[src/verilog/mrpf_pkg.sv]
package mrpf_pkg;

    // ------------------------------------------------------------
    // post-filter selection codes
    // ------------------------------------------------------------
    localparam logic [2:0] MRPF_SEL_NONE = 3'h0;
    localparam logic [2:0] MRPF_SEL_AVG16 = 3'h1;
    localparam logic [2:0] MRPF_SEL_40MS = 3'h2;
    localparam logic [2:0] MRPF_SEL_50MS = 3'h3;
    localparam logic [2:0] MRPF_SEL_60MS = 3'h4;

    // first-stage selection codes
    localparam logic MRPF_STAGE_SINC5AVG = 1'b0;
    localparam logic MRPF_STAGE_SINC3 = 1'b1;

    // ------------------------------------------------------------
    // block lengths; the 40/50/60 ms ones derived from the nominal first-stage rate
    // ------------------------------------------------------------
    localparam int MRPF_FIRST_RATE_SPS = 1200;
    localparam int MRPF_SETTLE_40_MS = 40;
    localparam int MRPF_SETTLE_50_MS = 50;
    localparam int MRPF_SETTLE_60_MS = 60;
    localparam logic [6:0] MRPF_N_AVG16 = 7'h10;
    localparam logic [6:0] MRPF_N_40MS = 7'(MRPF_SETTLE_40_MS * MRPF_FIRST_RATE_SPS / 1000);
    localparam logic [6:0] MRPF_N_50MS = 7'(MRPF_SETTLE_50_MS * MRPF_FIRST_RATE_SPS / 1000);
    localparam logic [6:0] MRPF_N_60MS = 7'(MRPF_SETTLE_60_MS * MRPF_FIRST_RATE_SPS / 1000);

    // reciprocal scaling for the non power-of-two block lengths
    localparam int MRPF_RECIP_SHIFT = 20;
    localparam logic [15:0] MRPF_RECIP_40MS =
        16'(((2 ** MRPF_RECIP_SHIFT) + MRPF_N_40MS / 2) / MRPF_N_40MS);
    localparam logic [15:0] MRPF_RECIP_50MS =
        16'(((2 ** MRPF_RECIP_SHIFT) + MRPF_N_50MS / 2) / MRPF_N_50MS);
    localparam logic [15:0] MRPF_RECIP_60MS =
        16'(((2 ** MRPF_RECIP_SHIFT) + MRPF_N_60MS / 2) / MRPF_N_60MS);
    localparam int MRPF_AVG16_SHIFT = 4;

    // ------------------------------------------------------------
    // decimation limits and rate relation
    // ------------------------------------------------------------
    localparam int MRPF_DEC_MIN = 4;
    localparam int MRPF_DEC_MAX = 1024;
    localparam int MRPF_MOD_OSR = 32;

endpackage

[src/verilog/mrpf_post_filter.sv]
`timescale 1ns/100ps
// Notes on behaviour
// - 40, 50 and 60 ms post filters further filter first-stage output.
// - either sinc3 or sinc5-plus-average may feed the post filter.
// - other decimation values are accepted; notches then move.
// - average-by-16 option, notch placed by decimation value.
// - sinc5-plus-average alone rejects one mains frequency, no post filter.
// - post-filter selection field picks the active post filter.
// - single channel: first result after settling, then once per period.
// - each channel activation waits full settling before first result.
// - later results on a held channel come one output period apart.
// - at decimation 208, 40/50/60 ms give 25.04/20.03/16.69 SPS.
// - average-by-16 at decimation 260 gives 60.1, at 312 50.1 SPS.
// - filter clock is main clock over the clock divider field.
module mrpf_post_filter
    import mrpf_pkg::*;
#(
    parameter int DATA_W = 24,
    parameter int DEC_W = 11,
    parameter int DIV_W = 4
)
(
    input wire logic clk_i,
    input wire logic nrst_i,
    input wire logic [2:0] post_filter_sel_i,
    input wire logic first_stage_sel_i,
    input wire logic [DEC_W-1:0] decimation_factor_field_i,
    input wire logic [DIV_W-1:0] clock_divider_field_i,
    input wire logic chan_restart_i,
    input wire logic s_valid_i,
    input wire logic signed [DATA_W-1:0] s_data_i,
    output logic s_ready_o,
    output logic m_valid_o,
    output logic signed [DATA_W-1:0] m_data_o,
    input wire logic m_ready_i,
    output logic [31:0] result_period_o,
    output logic cfg_error_o
);

    localparam int ACC_W = DATA_W + 7;
    localparam int PROD_W = ACC_W + 17;

    // refused at elaboration: the accumulator and period widths assume these ranges
    if (DATA_W < 8 || DATA_W > 32 || DEC_W < 11 || DIV_W < 1 || DIV_W > 8)
    begin : g_param_check
        $error("mrpf_post_filter: unsupported parameter values");
    end

    // ------------------------------------------------------------
    // selection decode
    // ------------------------------------------------------------
    logic [6:0] n_sel;
    logic [15:0] recip_sel;
    logic use_post;

    always_comb
    begin
        use_post = 1'b1;
        recip_sel = MRPF_RECIP_40MS;
        unique case (post_filter_sel_i)
            MRPF_SEL_AVG16: n_sel = MRPF_N_AVG16;
            MRPF_SEL_40MS: n_sel = MRPF_N_40MS;
            MRPF_SEL_50MS:
            begin
                n_sel = MRPF_N_50MS;
                recip_sel = MRPF_RECIP_50MS;
            end
            MRPF_SEL_60MS:
            begin
                n_sel = MRPF_N_60MS;
                recip_sel = MRPF_RECIP_60MS;
            end
            default:
            begin
                // codes beyond the table behave as no post filter
                n_sel = 7'h01;
                use_post = 1'b0;
            end
        endcase
    end

    // ------------------------------------------------------------
    // block accumulator
    // ------------------------------------------------------------
    logic signed [ACC_W-1:0] acc_q, acc_d;
    logic [6:0] cnt_q, cnt_d;
    logic [2:0] sel_q, sel_d;
    logic stage_q, stage_d;
    logic s_fire;
    logic push;
    logic signed [DATA_W-1:0] push_data;
    logic signed [ACC_W-1:0] sum;
    logic signed [PROD_W-1:0] prod;

    assign s_fire = s_valid_i && s_ready_o;

    always_comb
    begin
        acc_d = acc_q;
        cnt_d = cnt_q;
        sel_d = post_filter_sel_i;
        stage_d = first_stage_sel_i;
        push = 1'b0;
        push_data = s_data_i;
        sum = acc_q + ACC_W'(s_data_i);
        prod = PROD_W'(sum) * $signed({1'b0, recip_sel});
        if (chan_restart_i || sel_q != post_filter_sel_i || stage_q != first_stage_sel_i)
        begin
            // a restart drops the partial block, so the next result
            // again needs a full settling period
            acc_d = '0;
            cnt_d = '0;
        end
        else if (s_fire)
        begin
            if (!use_post)
            begin
                push = 1'b1;
                push_data = s_data_i;
            end
            else if (cnt_q == n_sel - 7'h01)
            begin
                // either first stage is averaged the same way
                push = 1'b1;
                acc_d = '0;
                cnt_d = '0;
                if (post_filter_sel_i == MRPF_SEL_AVG16)
                begin
                    push_data = DATA_W'(sum >>> MRPF_AVG16_SHIFT);
                end
                else
                begin
                    push_data = DATA_W'(prod >>> MRPF_RECIP_SHIFT);
                end
            end
            else
            begin
                acc_d = sum;
                cnt_d = cnt_q + 7'h01;
            end
        end
    end

    always_ff @(posedge clk_i or negedge nrst_i)
    begin
        if (!nrst_i)
        begin
            acc_q <= '0;
            cnt_q <= '0;
            sel_q <= MRPF_SEL_NONE;
            stage_q <= MRPF_STAGE_SINC5AVG;
        end
        else
        begin
            acc_q <= acc_d;
            cnt_q <= cnt_d;
            sel_q <= sel_d;
            stage_q <= stage_d;
        end
    end

    // ------------------------------------------------------------
    // two-entry output buffer
    // ------------------------------------------------------------
    logic head_v_q, head_v_d, skid_v_q, skid_v_d, ready_q, ready_d;
    logic signed [DATA_W-1:0] head_q, head_d, skid_q, skid_d;
    logic pop;

    assign pop = head_v_q && m_ready_i;

    always_comb
    begin
        head_v_d = head_v_q;
        head_d = head_q;
        skid_v_d = skid_v_q;
        skid_d = skid_q;
        if (pop)
        begin
            head_v_d = skid_v_q;
            head_d = skid_q;
            skid_v_d = 1'b0;
        end
        if (push)
        begin
            if (!head_v_d)
            begin
                head_v_d = 1'b1;
                head_d = push_data;
            end
            else
            begin
                skid_v_d = 1'b1;
                skid_d = push_data;
            end
        end
        // input stalls while the skid slot is taken, so no word is lost
        ready_d = !skid_v_d;
    end

    always_ff @(posedge clk_i or negedge nrst_i)
    begin
        if (!nrst_i)
        begin
            head_v_q <= 1'b0;
            head_q <= '0;
            skid_v_q <= 1'b0;
            skid_q <= '0;
            ready_q <= 1'b0;
        end
        else
        begin
            head_v_q <= head_v_d;
            head_q <= head_d;
            skid_v_q <= skid_v_d;
            skid_q <= skid_d;
            ready_q <= ready_d;
        end
    end

    assign s_ready_o = ready_q;
    assign m_valid_o = head_v_q;
    assign m_data_o = head_q;

    // ------------------------------------------------------------
    // rate status and decimation check
    // ------------------------------------------------------------
    logic [31:0] period_q, period_d;
    logic err_q, err_d;
    logic dec_ok;

    always_comb
    begin
        // result period in main clock cycles; filter clock is the main
        // clock divided down, and one first-stage sample is 32*dec of it
        period_d = 32'(clock_divider_field_i) * 32'(MRPF_MOD_OSR)
            * 32'(decimation_factor_field_i) * 32'(n_sel);
        // block lengths realise the tabulated rates at decimation 208/260/312
        dec_ok = decimation_factor_field_i[1:0] == 2'h0
            && decimation_factor_field_i >= DEC_W'(MRPF_DEC_MIN)
            && decimation_factor_field_i <= DEC_W'(MRPF_DEC_MAX);
        // out-of-range values still run; the flag reports them only while a post filter is selected
        err_d = use_post && !dec_ok;
    end

    always_ff @(posedge clk_i or negedge nrst_i)
    begin
        if (!nrst_i)
        begin
            period_q <= '0;
            err_q <= 1'b0;
        end
        else
        begin
            period_q <= period_d;
            err_q <= err_d;
        end
    end

    assign result_period_o = period_q;
    assign cfg_error_o = err_q;

    // expected period, registered view taken through $past; the first cycle after
    // reset release is skipped because the flop still held its reset value there
    logic [31:0] period_exp;

    assign period_exp = 32'(clock_divider_field_i) * 32'(MRPF_MOD_OSR)
        * 32'(decimation_factor_field_i) * 32'(n_sel);
endmodule

[config.mk]
export PLATFORM = sky130hd
export DESIGN_NAME = mrpf_post_filter
export DESIGN_NICKNAME = d
export VERILOG_FILES = /design/src/verilog/mrpf_pkg.sv /design/src/verilog/mrpf_post_filter.sv
export SDC_FILE = /design/constraint.sdc
export NUM_CORES = 1
export LEC_CHECK = 0
export BUFFER_PORTS_ARGS = -buffer_cell sky130_fd_sc_hd__buf_2
export CORE_MARGIN = 3
export CORE_UTILIZATION = 30
export CTS_CLUSTER_DIAMETER = 80
export DETAILED_ROUTE_END_ITERATION = 10
export MAX_ROUTING_LAYER = met4
export SLEW_MARGIN = 5
export SYNTH_ARGS = -nofsm -noshare
export SYNTH_HDL_FRONTEND = slang
export SYNTH_SLANG_ARGS = --single-unit
[constraint.sdc]
create_clock -name clk_i -period 23.3 [get_ports clk_i]
set_clock_uncertainty 0.2 [all_clocks]
set_input_delay 1.165 -clock clk_i [delete_from_list [all_inputs] [get_ports clk_i]]
set_output_delay 1.165 -clock clk_i [all_outputs]
set_load 0.01 [all_outputs]
Yosys cells after proc, flatten, opt, wreduce, memory -nomap -nowiden:

Index checks and enable logic that the tools add are counted.

* ROM bits: 0
* input bits: 48
* bits in registers: 117
* bits in writable memories: 0
* bits in latches: 0
* memories: 0

* shifts and indexed selects: 0
* multiplexer cells: 28
* add/subtract/negate cells: 3
* magnitude comparators: 2
* reductions and logical operators: 15
* bitwise gates (word level): 0
* divide/modulo/power cells: 0
* equal/unequal tests: 7
* multipliers: 3

Operators with widths (count)
* two-way mux 24 bit: 8
* two-way mux 31 bit: 4
* multiplier 31 x 16 -> 44 bit: 1
* adder 31 x 24 -> 31 bit: 1
* case mux 15 bit (2 select lines): 1
* two-way mux 7 bit: 4
* case mux 7 bit (4 select lines): 1
* multiplier 15 x 7 -> 22 bit: 1
* multiplier 4 x 11 -> 15 bit: 1
* >= comparator 11 x 3 -> 1 bit, second input constant: 1
* <= comparator 11 bit, second input constant: 1
* two-way mux 1 bit: 10
* adder 7 x 1 -> 7 bit, second input constant: 1
* equality test 7 bit: 1
* subtractor 7 x 1 -> 7 bit, second input constant: 1
* equality test 3 x 2 -> 1 bit, second input constant: 2
* logical AND 1 bit: 5
* AND reduction 2 bit: 2
* nonzero test 2 bit: 2
* OR reduction 4 bit: 1
* equality test 3 x 1 -> 1 bit, second input constant: 1
* equality test 3 bit, second input constant: 1
* != test 3 bit: 1
* zero test 1 bit: 2
* other kinds (3): 4

Longest topological paths before layout:

Gate-level depths: netlist of run 1.

* depth after elaboration: 10
* depth in mapped cells: 36
* depth with buffers taken out: 36

Worst setup path before layout of run 1:

No wires, ideal clock.

* kind: input to register
* from: in s_data_i[0]
* to: reg skid_q[21]
* library setup time: 0.132 ns
* cell stages on the path: 33
* data arrival time: 9.979 ns
* slack: 12.989 ns
* path buffers: 0
* cell sequence: ha_1 fa_1 a211oi_1 o21bai_1 a21oi_1 o21ai_1 a31oi_1 xor2_1 inv_1 nand2_1 nor2_1 fa_1 inv_1 fa_1 inv_1 fa_1 fa_1 fa_1 inv_1 fa_1 inv_1 ha_1 a21o_1 a21o_1 a21o_1 and2_1 or2_2 a21o_1 a21o_1 a21o_1 or3_1 a311oi_1 o31ai_1

* word-level cells in the longest chain between the ends: 7

RTL lines
* start, declared: RTL line mrpf_post_filter.sv:31 `input wire logic signed [DATA_W-1:0] s_data_i,`
* adder 31 x 24 -> 31 bit (*): RTL line mrpf_post_filter.sv:105 `sum = acc_q + ACC_W'(s_data_i);`
* multiplier 31 x 16 -> 44 bit: RTL line mrpf_post_filter.sv:106 `prod = PROD_W'(sum) * $signed({1'b0, recip_sel});`
* two-way mux 24 bit (*): RTL line mrpf_post_filter.sv:127 `if (post_filter_sel_i == MRPF_SEL_AVG16)`
* two-way mux 24 bit (*): RTL line mrpf_post_filter.sv:121 `else if (cnt_q == n_sel - 7'h01)`
* two-way mux 24 bit (*): RTL line mrpf_post_filter.sv:116 `if (!use_post)`
* two-way mux 24 bit (*): RTL line mrpf_post_filter.sv:114 `else if (s_fire)`
* two-way mux 24 bit (*): RTL line mrpf_post_filter.sv:107 `if (chan_restart_i || sel_q != post_filter_sel_i || stage_q != first_stage_sel_i)`
* end signal, assigned: RTL line mrpf_post_filter.sv:215 `skid_q <= skid_d;`
* end, declared: RTL line mrpf_post_filter.sv:166 `logic signed [DATA_W-1:0] head_q, head_d, skid_q, skid_d;`

Mark *: on every way between the ends. The rest lies on a longest branch, timed or not.
A chain may end at the register's enable or synchronous reset.

Worst setup path in the final report of run 1:

Same ends and word-level chain as after synthesis.

==> metrics.md, run 1 <==
| Metric | Value |
|---|---|
| Synth cell count leaders | inv_1 (518), fa_1 (366), ha_1 (269) |
| Synth Instances | 2447 |
| Sw Ratio | 0.538 |
| Hpwl dp | 53200 µm |
| Internal power | 0.00177 W |
| Dpl ws | 12.47 ns |
| Initial core utilization | 0.306 |
| Flops & latches, synth | 116 |
| Area leader, netlist | fa_1 |
| Fmax | 95.6 MHz |
| Crit path top cell by count | fa_1 |
| GRT busiest layer | met2 |
| Cell Rows | 98 |
| Area delta synth->final | 10.3% |
| DRC | 0 |
| Share of cells above drive strength 1 | 0.0788 |
| Synth top area share | 0.331 |
| Predominant post-synthesis flop cell | dfrtp_1 |
| Crit path kind | primary input to flop |
| Setup violations, final | 0 |
| # clock sinks | 116 |
| P_leak | 12.8 nW |
| GP Congestion | 0.910 |
| Critical path arrival | 10.54 ns |
| Final Util | 0.338 |
| Syn Area/Cell | 9.05 µm² |
| Final Non-Filler Cells | 3504 |
| DR iter-0 viols | 1153 |
| Clk root buf | clkbuf_16 |
| Logic gate share of total power | 0.863 |
| Sequential Power Share | 0.065 |
| Relative slew margins | 0.171 |
| TritonRoute pass-1 iters | 7 |
| Routed WL per cell | 17.9 µm |
| Synth cell types | 70 |
| Core area | 0.0723 mm² |
| Minimum clock period | 10.46 ns |
| Vias | 16900 |
| Hold_buf cts | 0 |
| Cells resized by post-CTS repair | 0 |
| Die area | 0.0771 mm² |
| M3 GR Usage | 0.0179 |
| CTS tree | done |
| All-layer global routing usage | 0.173 |
| Worst path slowest cell | xor2_1 |
| Largest net degree at the start of global routing | 64 |
| Complex-gate fraction of the synthesized area | 0.113 |
| Synth area leaders | fa_1 (33%), ha_1 (15%), dfrtp_1 (13%), inv_1 (8.8%), nand2_1 (3.7%) |
| Sw Pwr | 0.00206 W |
| Slack of the critical path | 12.84 ns |
| Initial antenna violation count | 3 |
| Routed vias/inst | 4.83 |
| Clock Path Buffers | 2 |
| Async set-reset flop share out of synthesis | 1.00 |
| PD cells | 157 mW/mm² |
| Nature of the critical path endpoint | flop |
| Max Cap Viol | 0 |
| Post-Synth Simple-Gate Area | 0.119 |
| Worst Hold Class | flop to flop |
| CTS buffer count | 17 |
| Setup bufs post-CTS | 0 |
| Cells after DPL | 3470 |
| Final wirelength | 62900 µm |
| Tcrit/Tclk final | 0.449 |
| Status | finished, final reports clean |
| Clk_lat worst skew | 0.43 ns |
| Count leader, synth | inv_1 |
| Sequential-to-total area share from yosys stat | 0.131 |
| IO Pins | 107 |
| Chip height | 278 µm |
| WP data required | 23.38 ns |
| Final #Nets | 3222 |
| Adder-Cell Fraction of Synth Area | 0.483 |
| Total gr overflow | 0 |
| First-pass GRT wire length | 102000 µm |
| EDFF count, synth | 0 |
| Met1 Usage GRT | 0.235 |
| Ys Warns | 0 |
| Final ANT Viol Nets | 0 |
| Synthesized area | 0.0221 mm² |
| Clock-pin slew on the worst setup and hold paths | 0.06 ns |
| Crit start category | primary input |
| PortBufs | 96 |
| Top delay family on crit path | adder cells |
| Max-slew violations | 0 |
| RSZ-0062 raised after global routing | false |
| XOR/XNOR share of the synthesized area | 0.0399 |
| Vias in the first global route | 17900 |
| Hold Fails Final Rpt | 0 |
| Multiplexer area fraction after synthesis | 0.0124 |
| Clock power frac | 0.072 |
| VDD IR max | 0.202 mV |
| Setup TNS | 0 ns |
| Slew @ Worst Pin | 1.24 ns |
| Die width | 278 µm |
| Crit Path Max Fanout | 8 |
| Met2 GRT Util | 0.283 |
| Worst path max stage delay | 0.83 ns |
| H-tree levels | 4 |
| Largest family of logic cells by synthesized area | adder cells |
| Number of buffers and inverters on the critical path | 3 |
worst min-delay path: cells and delay by family, from the launching register on:
family	cells	cell delay, ns
AOI/OAI and AO/OA	1	0.06
DFF	1	0.34
and+or+nand+nor	1	0.05
registers in the layout (all words and copies together), names as in the netlist:
| signal | flops |
|---|---|
| acc_q | 31 |
| m_data_o | 24 |
| skid_q | 24 |
| result_period_o | 22 |
| cnt_q | 7 |
| sel_q | 3 |
| cfg_error_o | 1 |
| m_valid_o | 1 |
| s_ready_o | 1 |
| skid_v_q | 1 |
| stage_q | 1 |
path summary, 6_finish.rpt:
path                                        startpoint                           end  slack [ns]  cells past startpoint
worst max-delay path                       s_data_i[0]        skid_q[21]$_DFFE_PN0P_       12.84                     29
worst min-delay path            skid_q[18]$_DFFE_PN0P_        skid_q[18]$_DFFE_PN0P_        0.28                      2
worst max register to register    acc_q[0]$_DFFE_PN0P_        skid_q[21]$_DFFE_PN0P_       13.28                     28
worst min register to register  skid_q[18]$_DFFE_PN0P_        skid_q[18]$_DFFE_PN0P_        0.28                      2
max in group asynchronous                       nrst_i        m_data_o[23]$_DFF_PN0_       21.14                      2
min in group asynchronous                       nrst_i  result_period_o[5]$_DFF_PN0_        0.54                      1
kinds of logic (layout without fill, tap and decap cells):
logic type / count (synthesis) / count (layout)
simple gates: 589 / 589
flops: 116 / 116
fa+ha+maj: 635 / 635
xor+xnor: 101 / 101
buf+inv: 588 / 674
mux: 25 / 25
other cells: 2 / 23
compound gates: 391 / 391
power groups by stage:
stage	sequential (W)	clock (W)	combinational [W]
2_1_floorplan	0.000260	0	0.00247
3_3_place_gp	0.000253	0	0.00328
3_5_place_dp	0.000253	0	0.00329
4_1_cts	0.000251	0.000279	0.00331
5_1_grt	0.000253	0.000288	0.00380
6_report	0.000250	0.000274	0.00330
layout by cell type, fill, tap and decap left out, types with 8 or more instances in the layout:
cell type,instances
a31oi_1,17
conb_1,21
o21bai_1,14
xnor2_1,67
inv_1,518
and2_1,35
o21a_1,14
a21boi_0,9
nand2_1,219
nand3_1,28
o211ai_1,8
a211oi_1,15
buf_2,95
clkbuf_16,17
nand2b_1,18
a21oi_1,82
or2_2,13
xor2_1,34
nor2_1,180
buf_4,28
fa_1,366
mux2_2,19
a22o_1,8
dfrtp_1,116
nor3_1,32
o31ai_1,10
a21o_1,43
ha_1,269
or3_1,14
nor2b_1,9
o21ai_0,116
and3_1,12
metrics by stage:
stage / power, W / instance area (µm²) / hold slack [ns]
2_1_floorplan: 0.00273 / 22200 / 0.245
3_5_place_dp: 0.00354 / 23800 / 0.271
5_1_grt: 0.00434 / 24400 / 0.305
3_3_place_gp: 0.00353 / 23800 / 0.265
4_1_cts: 0.00384 / 24400 / 0.285
6_report: 0.00382 / 24400 / 0.277
area by class of cell:
cell class | count | area [µm²]
multi-input combinational | 1762 | 17100
tap | 950 | 1190
sequential | 116 | 2900
timing repair buffer | 124 | 697
antenna | 2 | 5.00
fill | 7527 | 47900
clock buffer | 19 | 453
inverter | 518 | 1940
clock inverter | 13 | 145
layer usage:
metal | wire length, µm | part of all wire | up-vias
li1 | - | - | 7943
met1 | 28800 | 0.46 | 8477
met2 | 29900 | 0.48 | 444
met3 | 3080 | 0.049 | 51
met4 | 1160 | 0.018 | 0
met5 | 0 | 0 | -
Power figures use the tool's default switching activity.
==> run 2, diff against run 1 <==
--- a/config.mk
+++ b/config.mk
@@ -5,6 +5,7 @@
 export SDC_FILE = /design/constraint.sdc
 export NUM_CORES = 1
 export LEC_CHECK = 0
+export ABC_AREA = 1
 export BUFFER_PORTS_ARGS = -buffer_cell sky130_fd_sc_hd__buf_2
 export CORE_MARGIN = 3
 export CORE_UTILIZATION = 30
==> constraint.sdc (replaced) <==
create_clock -name clk_i -period 8.8 [get_ports clk_i]
set_clock_uncertainty 0.2 [all_clocks]
set_input_delay 0.44 -clock clk_i [delete_from_list [all_inputs] [get_ports clk_i]]
set_output_delay 0.44 -clock clk_i [all_outputs]
set_load 0.01 [all_outputs]
==> metrics.md, run 2 <==
| Metric | Value |
|---|---|
| PortBufs | 96 |
| Post-Synth Simple-Gate Area | 0.171 |
| Final Non-Filler Cells | 4223 |
| CTS buffer count | 17 |
| First-pass GRT wire length | 111000 µm |
| Async set-reset flop share out of synthesis | 1.00 |
| TritonRoute pass-1 iters | 6 |
| WP data required | 8.93 ns |
| GP Congestion | 0.944 |
| Critical path arrival | 8.40 ns |
| All-layer global routing usage | 0.179 |
| Die width | 286 µm |
| Worst path slowest cell | fa_1 |
| Crit Path Max Fanout | 5 |
| H-tree levels | 4 |
| Clock Path Buffers | 2 |
| Area leader, netlist | fa_1 |
| Leading cell type in the layout, fill and taps excluded | inv_1 |
| Worst Hold Class | primary input to flop |
| Die area | 0.0818 mm² |
| Largest Register | acc_q |
| Complex-gate fraction of the synthesized area | 0.0892 |
| DRC | 0 |
| EDFF count, synth | 0 |
| Setup violations, final | 0 |
| Setup bufs post-CTS | 0 |
| Fillers | 8383 |
| Vias in the first global route | 20200 |
| Crit path kind | flop to flop |
| Synth cell count leaders | inv_1 (725), nand2_1 (560), fa_1 (366) |
| DR iter-0 viols | 1284 |
| Hold Fails Final Rpt | 0 |
| Chip height | 286 µm |
| Routed WL per cell | 16.4 µm |
| Final wirelength | 69200 µm |
| Max-slew violations | 0 |
| Worst path max stage delay | 0.57 ns |
| Status | finished, final reports clean |
| Vias | 19300 |
| Routed vias/inst | 4.58 |
| Clk_lat worst skew | 0.45 ns |
| Ys Warns | 0 |
| Clock-pin slew on the worst setup and hold paths | 0.06 ns |
| Crit start category | flop |
| CTS tree | done |
| Multiplexer area fraction after synthesis | 0 |
| Total gr overflow | 0 |
| Nature of the critical path endpoint | flop |
| IO Pins | 107 |
| Synthesized area | 0.0235 mm² |
| Syn Area/Cell | 7.87 µm² |
| Cell Rows | 102 |
| Fmax | 121 MHz |
| Slew @ Worst Pin | 1.07 ns |
| Area delta synth->final | 12.7% |
| Count leader, synth | inv_1 |
| Final ANT Viol Nets | 0 |
| Flops & latches, synth | 116 |
| Core area | 0.0776 mm² |
| XOR/XNOR share of the synthesized area | 0.0298 |
| Predominant post-synthesis flop cell | dfrtp_1 |
| Crit path top cell by count | nand2_1 |
| Setup TNS | 0 ns |
| Share of cells above drive strength 1 | 0.0963 |
| Relative slew margins | 0.284 |
| Largest family of logic cells by synthesized area | adder cells |
| Max FFs per register | 31 |
| Tcrit/Tclk final | 0.939 |
| Synth area leaders | fa_1 (31%), ha_1 (14%), dfrtp_1 (12%), inv_1 (12%), nand2_1 (8.9%) |
| Adder-Cell Fraction of Synth Area | 0.454 |
| # clock sinks | 116 |
| Synth Instances | 2992 |
| Most frequent cells in the layout | inv_1 (725), nand2_1 (559), fa_1 (366), nor2_1 (291), ha_1 (269) |
| Largest net degree at the start of global routing | 76 |
| Clk root buf | clkbuf_16 |
| Cells after DPL | 4183 |
| Synth top area share | 0.311 |
| Max Cap Viol | 0 |
| Hpwl dp | 59500 µm |
| Sequential-to-total area share from yosys stat | 0.123 |
| Minimum clock period | 8.27 ns |
| Final #Nets | 3848 |
| Initial core utilization | 0.303 |
| Synth cell types | 55 |
| Initial antenna violation count | 7 |
-- run 2: cell count changes in the layout (fill, tap and decap cells not counted), moves of 22 or more --
| cell | change |
|---|---|
| and2_1 | -34 |
| xnor2_1 | -43 |
| nand3_1 | +34 |
| xor2_1 | +22 |
| nand2_1 | +340 |
| a21o_1 | -40 |
| inv_1 | +207 |
| a21oi_1 | +41 |
| buf_4 | +70 |
| nor2_1 | +111 |
-- run 2: cell families after synthesis --
| logic type | count (synthesis) |
|---|---|
| AND/OR/NAND/NOR | 994 |
| other | 2 |
| AO/OA/AOI/OAI | 366 |
| flip-flops | 116 |
| XOR/XNOR | 80 |
| adder cells (fa/ha/maj) | 635 |
| buffers and inverters | 799 |
-- run 2: metal layers --
metal / track usage / part of all wire
met3: 0.0235 / 0.047
met4: 0.0633 / 0.038
met5: - / 0
met2: 0.294 / 0.48
met1: 0.228 / 0.44
-- run 2: final timing paths --
| check | start | endpoint | slack (ns) | cells past startpoint |
|---|---|---|---|---|
| max | acc_q[0]$_DFFE_PN0P_ | skid_q[14]$_DFFE_PN0P_ | 0.53 | 41 |
| min reg2reg | skid_v_q$_DFF_PN0_ | s_ready_o$_DFF_PN0_ | 0.28 | 1 |
| max reg2reg | acc_q[0]$_DFFE_PN0P_ | skid_q[14]$_DFFE_PN0P_ | 0.53 | 41 |
| max in group asynchronous | nrst_i | m_data_o[3]$_DFF_PN0_ | 6.68 | 3 |
| min in group asynchronous | nrst_i | result_period_o[7]$_DFF_PN0_ | 0.28 | 2 |
| min | post_filter_sel_i[1] | sel_q[1]$_DFF_PN0_ | 0.03 | 1 |
-- run 2: metrics by stage --
| step | cell area [µm²] | hold slack (ns) | utilization | setup slack, ns |
|---|---|---|---|---|
| 2_1_floorplan | 23600 | -0.0556 | - | 0.856 |
| 3_3_place_gp | 25800 | 0.217 | 0.333 | 0.270 |
| 3_5_place_dp | 25800 | 0.219 | 0.333 | 0.201 |
| 4_1_cts | 26500 | 0.00116 | 0.341 | 0.333 |
| 5_1_grt | 26500 | 0.0113 | 0.342 | -0.00428 |
| 6_report | 26500 | 0.0277 | 0.342 | 0.533 |
-- run 2: cell type report --
type	count	area [µm²]	share of cell area
repair buffers	197	1250	0.0472
flip-flops and latches	116	2900	0.109
inverters	737	2770	0.104
clock buffers	22	494	0.0186
multi-input cells	2096	17700	0.666
clock inverters	10	121	0.00458
well taps	1040	1300	0.0491
diodes	5	12.5	0.000472
-- run 2: repair_timing --
item / 4_1_cts / 5_1_grt
hold buffers: 3 / 0
hold endpoints to repair: 43 / 0
resized for setup: 0 / 14
setup endpoints to repair: 0 / 27
-- run 2: critical path, delay by kind of cell (launching register included) --
kind,cells,cell delay (ns)
AND/OR/NAND/NOR,16,2.02
XOR/XNOR,2,0.31
buffers and inverters,9,0.75
AO/OA/AOI/OAI,5,0.79
adder cells (fa/ha/maj),9,3.69
flip-flops,1,0.39
Power of run 2 is not shown: default switching activity piles up to over one toggle a cycle in this logic, so the estimate is an artifact.
